## src/logic/vsid_pkg.sv

```systemverilog
package vsid_pkg;
   // ------------------------------------------------------------
   // register map
   // ------------------------------------------------------------
   localparam logic [11:0] VSID_OFS_CTL4 = 12'hF90;
   localparam logic [11:0] VSID_OFS_BASE4 = 12'hF94;
   localparam logic [11:0] VSID_OFS_LIMIT4 = 12'hF98;
   localparam logic [11:0] VSID_OFS_XLAT4 = 12'hF9C;
   localparam logic [11:0] VSID_OFS_CTL5 = 12'hFA4;
   localparam logic [11:0] VSID_OFS_CMD = 12'hFC0;
   // ------------------------------------------------------------
   // control field positions
   // ------------------------------------------------------------
   localparam int VSID_B_EN = 31;
   localparam int VSID_B_POST = 30;
   localparam int VSID_B_PREF = 29;
   localparam int VSID_B_PRGDAT = 22;
   localparam int VSID_B_SUPER = 20;
   localparam int VSID_B_VSPACE = 16;
   localparam int VSID_B_WIDE = 7;
   localparam int VSID_B_LOCK = 6;
   localparam int VSID_B_PSPACE = 0;
   localparam int VSID_PAGE_LSB = 12;
   localparam logic [31:0] VSID_CTL_WMASK = 32'hE0F700C3;
   localparam logic [31:0] VSID_ADR_MASK = 32'hFFFFF000;
   // ------------------------------------------------------------
   // reset values
   // ------------------------------------------------------------
   localparam logic [31:0] VSID_CTL_RST = 32'h00F00000;
   localparam logic [31:0] VSID_ADR_RST = 32'h00000000;
   // ------------------------------------------------------------
   // encodings
   // ------------------------------------------------------------
   localparam logic [2:0] VSID_VSP_A16 = 3'h0;
   localparam logic [2:0] VSID_VSP_A24 = 3'h1;
   localparam logic [2:0] VSID_VSP_A32 = 3'h2;
   localparam logic [2:0] VSID_VSP_USR1 = 3'h6;
   localparam logic [2:0] VSID_VSP_USR2 = 3'h7;
   localparam logic [1:0] VSID_PSP_MEM = 2'h0;
   localparam logic [1:0] VSID_PSP_IO = 2'h1;
   localparam logic [1:0] VSID_PSP_CFG = 2'h2;
   typedef enum logic [1:0] {VSID_PH_IDLE, VSID_PH_DATA} vsid_phase_e;
endpackage : vsid_pkg

```

## src/logic/vsid_regs.sv

```systemverilog
`timescale 1ns/1ps
`default_nettype none
module vsid_regs
   import vsid_pkg::*;
(
   // clock and reset
   input wire logic clk_sys,
   input wire logic nrst,
   // ahb-lite slave
   input wire logic hsel,
   input wire logic [31:0] haddr,
   input wire logic [1:0] htrans,
   input wire logic hwrite,
   input wire logic [2:0] hsize,
   input wire logic [31:0] hwdata,
   input wire logic hready,
   output logic hreadyout,
   output logic hresp,
   output logic [31:0] hrdata,
   // register contents
   output logic [31:0] ctl4,
   output logic [31:0] base4,
   output logic [31:0] limit4,
   output logic [31:0] xlat4,
   output logic [31:0] ctl5,
   output logic bus_master_enable,
   // status readback
   input wire logic [31:0] status
);
   // ------------------------------------------------------------
   // address phase capture
   // ------------------------------------------------------------
   vsid_phase_e ph_q, ph_d;
   logic [11:0] adr_q, adr_d;
   logic wr_q, wr_d;
   logic [31:0] ctl4_q, ctl4_d, base4_q, base4_d, limit4_q, limit4_d;
   logic [31:0] xlat4_q, xlat4_d, ctl5_q, ctl5_d, rd_q, rd_d;
   logic bme_q, bme_d;
   logic take;

   assign take = hsel && hready && htrans[1] && (hsize == 3'h2);
   assign hreadyout = 1'b1; // zero wait states
   assign hresp = 1'b0;
   assign hrdata = rd_q;

   // next state: writes land in the data phase, reads decode at address phase
   always_comb begin
      ph_d = take ? VSID_PH_DATA : VSID_PH_IDLE;
      adr_d = take ? haddr[11:0] : adr_q;
      wr_d = take && hwrite;
      ctl4_d = ctl4_q;
      base4_d = base4_q;
      limit4_d = limit4_q;
      xlat4_d = xlat4_q;
      ctl5_d = ctl5_q;
      bme_d = bme_q;
      rd_d = 32'h00000000;
      if (ph_q == VSID_PH_DATA && wr_q) begin
         unique case (adr_q)
            VSID_OFS_CTL4: ctl4_d = hwdata & VSID_CTL_WMASK;
            VSID_OFS_BASE4: base4_d = hwdata & VSID_ADR_MASK;
            VSID_OFS_LIMIT4: limit4_d = hwdata & VSID_ADR_MASK;
            VSID_OFS_XLAT4: xlat4_d = hwdata & VSID_ADR_MASK;
            VSID_OFS_CTL5: ctl5_d = hwdata & VSID_CTL_WMASK;
            VSID_OFS_CMD: bme_d = hwdata[2];
            default: ;
         endcase
      end
      if (take && !hwrite) begin
         unique case (haddr[11:0])
            VSID_OFS_CTL4: rd_d = ctl4_q;
            VSID_OFS_BASE4: rd_d = base4_q;
            VSID_OFS_LIMIT4: rd_d = limit4_q;
            VSID_OFS_XLAT4: rd_d = xlat4_q;
            VSID_OFS_CTL5: rd_d = ctl5_q;
            VSID_OFS_CMD: rd_d = {29'h0, bme_q, 2'h0} | status;
            default: rd_d = 32'h00000000; // unmapped reads zero
         endcase
      end
   end

   // register update
   always_ff @(posedge clk_sys or negedge nrst) begin
      if (!nrst) begin
         ph_q <= VSID_PH_IDLE;
         adr_q <= 12'h000;
         wr_q <= 1'b0;
         ctl4_q <= VSID_CTL_RST;
         base4_q <= VSID_ADR_RST;
         limit4_q <= VSID_ADR_RST;
         xlat4_q <= VSID_ADR_RST;
         ctl5_q <= VSID_CTL_RST;
         bme_q <= 1'b0;
         rd_q <= 32'h00000000;
      end else begin
         ph_q <= ph_d;
         adr_q <= adr_d;
         wr_q <= wr_d;
         ctl4_q <= ctl4_d;
         base4_q <= base4_d;
         limit4_q <= limit4_d;
         xlat4_q <= xlat4_d;
         ctl5_q <= ctl5_d;
         bme_q <= bme_d;
         rd_q <= rd_d;
      end
   end

   assign ctl4 = ctl4_q;
   assign base4 = base4_q;
   assign limit4 = limit4_q;
   assign xlat4 = xlat4_q;
   assign ctl5 = ctl5_q;
   assign bus_master_enable = bme_q;
endmodule : vsid_regs
`default_nettype wire

```

## src/logic/vsid_match.sv

```systemverilog
`timescale 1ns/1ps
`default_nettype none
module vsid_match
   import vsid_pkg::*;
(
   // image window
   input wire logic [31:0] base,
   input wire logic [31:0] limit,
   input wire logic [31:0] xlat,
   // incoming address
   input wire logic [31:0] addr,
   // results
   output logic in_window,
   output logic [31:0] dest
);
   logic [19:0] pg;
   logic [19:0] dpg;
   // page compare only, low 12 bits never take part
   assign pg = addr[31:VSID_PAGE_LSB];
   assign in_window = (pg >= base[31:VSID_PAGE_LSB]) &&
      ((limit[31:VSID_PAGE_LSB] == 20'h00000) || (pg < limit[31:VSID_PAGE_LSB]));
   // plain wraparound add; negative offsets rely on twos complement
   assign dpg = pg + xlat[31:VSID_PAGE_LSB];
   assign dest = {dpg, addr[VSID_PAGE_LSB-1:0]};
endmodule : vsid_match
`default_nettype wire

```

## src/logic/vsid_top.sv

```systemverilog
`timescale 1ns/1ps
`default_nettype none
module vsid_top
   import vsid_pkg::*;
(
   // clock and reset
   input wire logic clk_sys,
   input wire logic nrst,
   // ahb-lite slave
   input wire logic hsel,
   input wire logic [31:0] haddr,
   input wire logic [1:0] htrans,
   input wire logic hwrite,
   input wire logic [2:0] hsize,
   input wire logic [31:0] hwdata,
   input wire logic hready,
   output logic hreadyout,
   output logic hresp,
   output logic [31:0] hrdata,
   // incoming vme cycle, one-cycle strobe
   input wire logic vme_strobe,
   input wire logic [31:0] vme_addr,
   input wire logic [5:0] vme_am,
   input wire logic vme_write,
   input wire logic vme_rmw,
   input wire logic vme_user_space,
   input wire logic vme_user_sel,
   // queue and pci side status
   input wire logic queue_accepted,
   // forwarded cycle
   output logic fwd_valid,
   output logic [31:0] fwd_addr,
   output logic [1:0] fwd_space,
   output logic fwd_write,
   output logic fwd_posted,
   output logic fwd_prefetch,
   output logic fwd_wide,
   output logic fwd_lock,
   output logic vme_ack_early
);
   logic [31:0] ctl4, base4, limit4, xlat4;
   logic bme, in_win, hit, am_ok, space_ok, is_mem, is_sup, is_prog;
   logic [31:0] dest;
   logic [31:0] status;
   logic [1:0] prg_f, sup_f, psp_f;
   logic [2:0] vsp_f;

   // ------------------------------------------------------------
   // register file
   // ------------------------------------------------------------
   vsid_regs vsid_regs_inst (
      .clk_sys(clk_sys),
      .nrst(nrst),
      .hsel(hsel),
      .haddr(haddr),
      .htrans(htrans),
      .hwrite(hwrite),
      .hsize(hsize),
      .hwdata(hwdata),
      .hready(hready),
      .hreadyout(hreadyout),
      .hresp(hresp),
      .hrdata(hrdata),
      .ctl4(ctl4),
      .base4(base4),
      .limit4(limit4),
      .xlat4(xlat4),
      .ctl5(),
      .bus_master_enable(bme),
      .status(status)
   );

   // ------------------------------------------------------------
   // address window
   // ------------------------------------------------------------
   vsid_match vsid_match_inst (
      .base(base4),
      .limit(limit4),
      .xlat(xlat4),
      .addr(vme_addr),
      .in_window(in_win),
      .dest(dest)
   );

   // field extraction
   assign prg_f = ctl4[VSID_B_PRGDAT +: 2];
   assign sup_f = ctl4[VSID_B_SUPER +: 2];
   assign vsp_f = ctl4[VSID_B_VSPACE +: 3];
   assign psp_f = ctl4[VSID_B_PSPACE +: 2];
   assign is_mem = (psp_f == VSID_PSP_MEM);

   // am code qualifiers: bit 2 supervisor, low bits 10 = program
   assign is_sup = vme_am[2];
   assign is_prog = (vme_am[1:0] == 2'h2);
   assign am_ok = (is_prog ? prg_f[1] : prg_f[0]) && (is_sup ? sup_f[1] : sup_f[0]);

   // address space from am code, user spaces by side inputs
   always_comb begin
      space_ok = 1'b0;
      if (vme_user_space) begin
         space_ok = (vsp_f == (vme_user_sel ? VSID_VSP_USR2 : VSID_VSP_USR1));
      end else begin
         unique case (vme_am[5:3])
            3'h5: space_ok = (vsp_f == VSID_VSP_A16);
            3'h7: space_ok = (vsp_f == VSID_VSP_A24);
            3'h1: space_ok = (vsp_f == VSID_VSP_A32);
            default: space_ok = 1'b0;
         endcase
      end
   end

   // claim only with image and bus master enabled
   assign hit = vme_strobe && ctl4[VSID_B_EN] && bme && in_win && am_ok && space_ok
      && (psp_f != 2'h3);
   assign status = {31'h0, hit};

   // ------------------------------------------------------------
   // forwarded cycle registers
   // ------------------------------------------------------------
   logic fv_q, fv_d, fw_q, fw_d, fp_q, fp_d, fr_q, fr_d, fwi_q, fwi_d, fl_q, fl_d;
   logic [31:0] fa_q, fa_d;
   logic [1:0] fs_q, fs_d;

   // capture on each claimed cycle
   always_comb begin
      fv_d = hit;
      fa_d = hit ? dest : fa_q;
      fs_d = hit ? psp_f : fs_q;
      fw_d = hit ? vme_write : fw_q;
      fp_d = hit ? (vme_write && ctl4[VSID_B_POST] && is_mem) : fp_q;
      fr_d = hit ? (!vme_write && ctl4[VSID_B_PREF] && is_mem) : fr_q;
      fwi_d = hit ? ctl4[VSID_B_WIDE] : fwi_q;
      fl_d = hit ? (vme_rmw && ctl4[VSID_B_LOCK]) : fl_q;
   end

   always_ff @(posedge clk_sys or negedge nrst) begin
      if (!nrst) begin
         fv_q <= 1'b0;
         fa_q <= 32'h00000000;
         fs_q <= 2'h0;
         fw_q <= 1'b0;
         fp_q <= 1'b0;
         fr_q <= 1'b0;
         fwi_q <= 1'b0;
         fl_q <= 1'b0;
      end else begin
         fv_q <= fv_d;
         fa_q <= fa_d;
         fs_q <= fs_d;
         fw_q <= fw_d;
         fp_q <= fp_d;
         fr_q <= fr_d;
         fwi_q <= fwi_d;
         fl_q <= fl_d;
      end
   end

   assign fwd_valid = fv_q;
   assign fwd_addr = fa_q;
   assign fwd_space = fs_q;
   assign fwd_write = fw_q;
   assign fwd_posted = fp_q;
   assign fwd_prefetch = fr_q;
   assign fwd_wide = fwi_q;
   assign fwd_lock = fl_q;
   // coupled cycles wait for the pci side, posted ones ack on queue entry
   assign vme_ack_early = fv_q && fp_q && queue_accepted;

   // ------------------------------------------------------------
   // assertions
   // ------------------------------------------------------------
   a_bme_gate: assert property (@(posedge clk_sys) disable iff (!nrst)
      fwd_valid |-> $past(bme)) else $error("claim without bus master");
   a_enable_gate: assert property (@(posedge clk_sys) disable iff (!nrst)
      fwd_valid |-> $past(ctl4[VSID_B_EN])) else $error("claim while disabled");
   a_post_mem: assert property (@(posedge clk_sys) disable iff (!nrst)
      fwd_valid && fwd_posted |-> fwd_space == VSID_PSP_MEM) else $error("posted non memory");
   a_pref_mem: assert property (@(posedge clk_sys) disable iff (!nrst)
      fwd_valid && fwd_prefetch |-> fwd_space == VSID_PSP_MEM) else $error("prefetch non mem");
   a_xlat_sum: assert property (@(posedge clk_sys) disable iff (!nrst)
      hit |=> fwd_addr == $past(vme_addr) + $past(xlat4)) else $error("bad translation");
   a_low_limit: assert property (@(posedge clk_sys) disable iff (!nrst)
      hit |-> vme_addr[31:12] >= base4[31:12]) else $error("below base");
   a_high_limit: assert property (@(posedge clk_sys) disable iff (!nrst)
      hit && limit4 != 32'h0 |-> vme_addr[31:12] < limit4[31:12]) else $error("above limit");
   a_lock_rmw: assert property (@(posedge clk_sys) disable iff (!nrst)
      fwd_valid && fwd_lock |-> $past(vme_rmw) && $past(ctl4[VSID_B_LOCK]))
      else $error("bad lock");
   a_wide_bit: assert property (@(posedge clk_sys) disable iff (!nrst)
      hit |=> fwd_wide == $past(ctl4[VSID_B_WIDE])) else $error("wide mismatch");
   a_ack_posted: assert property (@(posedge clk_sys) disable iff (!nrst)
      vme_ack_early |-> fwd_posted && fwd_write) else $error("early ack coupled");
   a_no_resv_psp: assert property (@(posedge clk_sys) disable iff (!nrst)
      fwd_valid |-> fwd_space != 2'h3) else $error("reserved pci space");
   a_am_filter: assert property (@(posedge clk_sys) disable iff (!nrst)
      hit && prg_f == 2'h1 |-> !is_prog) else $error("program am passed");
   // forwarded space follows the control field of the claim cycle
   a_space_sel: assert property (@(posedge clk_sys) disable iff (!nrst)
      fwd_valid |-> fwd_space == $past(psp_f)) else $error("space not forwarded");
   // a claim only ever follows a presented cycle
   a_claim_strobe: assert property (@(posedge clk_sys) disable iff (!nrst)
      fwd_valid |-> $past(vme_strobe)) else $error("claim without cycle");
   a_post_enable: assert property (@(posedge clk_sys) disable iff (!nrst)
      fwd_valid && fwd_posted |-> $past(ctl4[VSID_B_POST])) else $error("posted unenabled");
   a_pref_enable: assert property (@(posedge clk_sys) disable iff (!nrst)
      fwd_valid && fwd_prefetch |-> $past(ctl4[VSID_B_PREF])) else $error("prefetch unenabled");
   a_pref_read: assert property (@(posedge clk_sys) disable iff (!nrst)
      fwd_valid && fwd_prefetch |-> !fwd_write) else $error("prefetch on write");
   a_user_space: assert property (@(posedge clk_sys) disable iff (!nrst)
      hit && vme_user_space |-> vsp_f[2:1] == 2'h3) else $error("user space mismatch");
endmodule : vsid_top
`default_nettype wire

```

## config.mk

```make
export PLATFORM = sky130hd
export DESIGN_NAME = vsid_top
export DESIGN_NICKNAME = d
export VERILOG_FILES = /design/src/logic/vsid_pkg.sv /design/src/logic/vsid_regs.sv /design/src/logic/vsid_match.sv /design/src/logic/vsid_top.sv
export SDC_FILE = /design/constraint.sdc
export NUM_CORES = 1
export LEC_CHECK = 0
export BUFFER_PORTS_ARGS = -buffer_cell sky130_fd_sc_hd__buf_2
export CORE_UTILIZATION = 28
export CTS_CLUSTER_DIAMETER = 100
export CTS_CLUSTER_SIZE = 28
export DETAILED_ROUTE_END_ITERATION = 7
export GPL_TIMING_DRIVEN = 0
export MAX_ROUTING_LAYER = met4
export SLEW_MARGIN = 20
export SYNTH_ARGS = -nofsm -noshare
export SYNTH_HDL_FRONTEND = slang
export SYNTH_SLANG_ARGS = --single-unit
```

## constraint.sdc

```tcl
create_clock -name clk_sys -period 4 [get_ports clk_sys]
set_input_delay 0.4 -clock clk_sys [delete_from_list [all_inputs] [get_ports clk_sys]]
set_output_delay 0.4 -clock clk_sys [all_outputs]
set_load 0.01 [all_outputs]
```

==> impl_metrics.env <==
export IMPL_dr_first_iter_drc_count=416
export IMPL_crit_chain="inv_1 > ha_1 > o21ai_0 > a21oi_1 > o31ai_1 > a311oi_1 > nor2_1 > nand2_1 > inv_2 > buf_2 > mux2_2"
export IMPL_gp_congestion=0.873
export IMPL_setup_viol=0
export IMPL_grt_overflow=0
export IMPL_antenna_left=0
export IMPL_drive_gt1_share_pct=33.9
export IMPL_grt_max_degree=90
export IMPL_coreArea_um2=30700
export IMPL_yosysWarnings=0
export IMPL_netlist_area_um2=8760
export IMPL_post_cts_setup_buffer_count=0
export IMPL_worst_slew_pin_slew_ps=1060
export IMPL_fmax_ghz=0.300
export IMPL_die_area_um2=32000
export IMPL_rsz0062_at_grt="false"
export IMPL_htreeDepth=4
export IMPL_final_area_um2=10800
export IMPL_synthTopCellsByCount="dfrtp_1, mux2_2, nand2_1"
export IMPL_cp_depth=11
export IMPL_power_per_cell_area_nw_per_um2=393
export IMPL_cts_root_buffer_cell="clkbuf_16"
export IMPL_grtUsageTotal_pct=16.7
export IMPL_fin_worst_hold_slack_ps=180
export IMPL_port_buffers=154
export IMPL_synth_area_leaders="dfrtp_1, mux2_2, ha_1, nand2_1, inv_1"
export IMPL_slowest_stage="dfrtp_1"
export IMPL_cts_tree="yes"
export IMPL_slowest_delay_ps=460
export IMPL_via_count=6753
export IMPL_yosysMostFrequentCell="dfrtp_1"
export IMPL_synth_edf_count=0
export IMPL_synth_top_area_share_pct=45.7
export IMPL_io_pins=193
export IMPL_ctsResizeCount=0
export IMPL_leakage_nw=5.22
export IMPL_hold_viol_final=0
export IMPL_yosysUniqueCellTypes=56
export IMPL_status="complete, no violations"
export IMPL_die_h_um=179
export IMPL_min_path_type="in2reg"
export IMPL_fp_dieW_um=179
export IMPL_ys_flop_type="dfrtp_1"
export IMPL_clk_latency_ps=440
export IMPL_cts_hold_buffers_added=1
export IMPL_ff2ff_path_depth=11
export IMPL_fin_skew_ps=12.8
export IMPL_ctsLongestPathBuffers=2
export IMPL_placed_cell_area_um2=10100
export IMPL_drcViolationCount=0
export IMPL_synth_seq_cells=168
export IMPL_grt_pass1_vias=6690
export IMPL_ys_seq_area_share_pct=48.1
export IMPL_via_per_inst=4.83
export IMPL_finalCriticalPeriod_ps=3340
export IMPL_crit_required_ps=4320
export IMPL_wirelength_um=25200
export IMPL_start_util_pct=28.6
export IMPL_slew_limit_headroom_pct=29.1
export IMPL_worstHoldPathCells=3
export IMPL_area_delta_synth_final_pct=23.1
export IMPL_crit_type="reg2reg"
export IMPL_yosys_area_top_type="dfrtp_1"
export IMPL_rows=64
export IMPL_cts_sinks=168
export IMPL_cp_start_kind="register"
export IMPL_finalNetCount=1159
export IMPL_path_delay_family="compound AO/OA/AOI/OAI gates"
export IMPL_cp_arrival_ps=3650
export IMPL_post_drt_wl_per_cell_um=18.0
export IMPL_antenna_found_initial=7
export IMPL_critPathBufInv=3
export IMPL_setup_worst_path_end_class="register"
export IMPL_power_w=0.00424
export IMPL_slew_viol_final=0
export IMPL_avgSynthCellArea_um2=10.9
export IMPL_cts_made_buffers=17
export IMPL_cp_max_fo=10
export IMPL_finalCritPeriodShare_pct=83.4
export IMPL_path_clk_slew_ps=70
export IMPL_hpwl_um=19300
export IMPL_fillers=3082
export IMPL_synthArstFlopShare_pct=100
export IMPL_syn_inst=800
export IMPL_grt_pass1_wl_um=38300
export IMPL_maxCapViolCount=0
export IMPL_timing_setup_tns_ps=0
export IMPL_drt_pass1_iter_count=5
export IMPL_ir_drop_uv=299
==> per-stage QoR <==
| step | utilization [%] | worst slack [ps] | std cells |
|---|---|---|---|
| detailed placement | 32.9 | 494 | 1358 |
| finish | 35.1 | 664 | 1399 |
| CTS | 35.1 | 660 | 1391 |
| global placement | 32.8 | -259 | 1357 |
| global route | 35.1 | 404 | 1398 |
| floorplan | - | 1670 | 807 |
==> cells in the final DEF, fill, tap and decap left out, drive strengths merged, types with 3 or more instances in the layout <==
master	synthesis	routed
nor2b	4	4
xor2	8	8
and3	4	4
nor2	43	43
dfstp	8	8
a21o	5	5
a21oi	33	33
a222oi	11	11
buf	19	174
nand3	15	15
o21bai	3	3
nand2b	5	5
o22ai	4	4
or3	5	5
dfrtp	160	160
inv	60	67
nand4	7	7
nor3	7	7
xnor2	10	10
clkbuf	17	35
bufinv	0	5
a211oi	7	7
ha	58	58
a22oi	13	13
conb	2	9
o31ai	6	6
mux2	122	122
diode	0	8
a31oi	6	6
nand2	76	76
o21a	6	6
nor4b	4	4
o21ai	38	38
nor4	7	7
==> per-layer routing <==
layer | share of wire, % | global-route usage, % | vias up
met1 | 45 | 21.3 | 3322
met4 | 1.3 | 4.20 | 0
met5 | 0 | - | -
met3 | 5.6 | 3.75 | 22
met2 | 48 | 26.5 | 184
li1 | - | - | 3225
==> flip-flops by register name, summed over array words and instances (netlist names), 12 cells and up <==
| signal | cells |
|---|---|
| vsid_regs_inst.xlat4 | 20 |
| vsid_regs_inst.hrdata | 25 |
| vsid_regs_inst.ctl5 | 14 |
| vsid_regs_inst.adr_q | 12 |
| vsid_regs_inst.ctl4 | 14 |
| fwd_addr | 32 |
| vsid_regs_inst.base4 | 20 |
| vsid_regs_inst.limit4 | 20 |
==> path summary, 6_finish.rpt <==
check / startpoint / slack (ps) / endpoint
max: vsid_regs_inst.limit4[13] / 660 / fwd_addr[6]
min: haddr[11] / 180 / vsid_regs_inst.adr_q[11]
max reg2reg: vsid_regs_inst.limit4[13] / 660 / fwd_addr[6]
min reg2reg: vsid_regs_inst.adr_q[0] / 480 / vsid_regs_inst.adr_q[0]
max in group asynchronous: nrst / 2570 / vsid_regs_inst.ctl4[20]
min in group asynchronous: nrst / 520 / vsid_regs_inst.hrdata[26]
==> logic make-up (layout without fill, tap and decap cells) <==
kind of cell	after synthesis	after routing	synth area share, %
simple gates	190	190	10.4
flops	168	168	48.1
compound gates	143	143	10.6
mux	124	124	15.9
buf+inv	96	284	4.64
fa+ha+maj	59	59	8.51
xor+xnor	18	18	1.80
other cells	2	17	0.0857
==> power breakdown <==
group | internal, W | switching [W] | total, W
sequential | 0.00178 | 0.0000636 | 0.00185
clock | 0.00113 | 0.000764 | 0.00189
combinational | 0.000220 | 0.000277 | 0.000497
total | 0.00313 | 0.00110 | 0.00424
==> cell type report <==
cell class / count / area [um2] / share of cell area (%)
repair buffers: 156 / 818 / 7.59
clock inverters: 14 / 230 / 2.14
flip-flops and latches: 168 / 4210 / 39.1
diodes: 8 / 20.0 / 0.186
inverters: 60 / 225 / 2.09
clock buffers: 18 / 429 / 3.98
well taps: 396 / 495 / 4.60
multi-input cells: 543 / 4170 / 38.6
plain buffers: 36 / 181 / 1.68
==> worst register-to-register path, cell delays in order, from the launching register on <==
cell and delay [ps]:
dfrtp_1 460, inv_1 100, ha_1 270, o21ai_0 160, a21oi_1 70, o31ai_1 440
a311oi_1 260, nor2_1 150, nand2_1 240, inv_2 330, buf_2 350, mux2_2 370
Power figures use the tool's default switching activity.
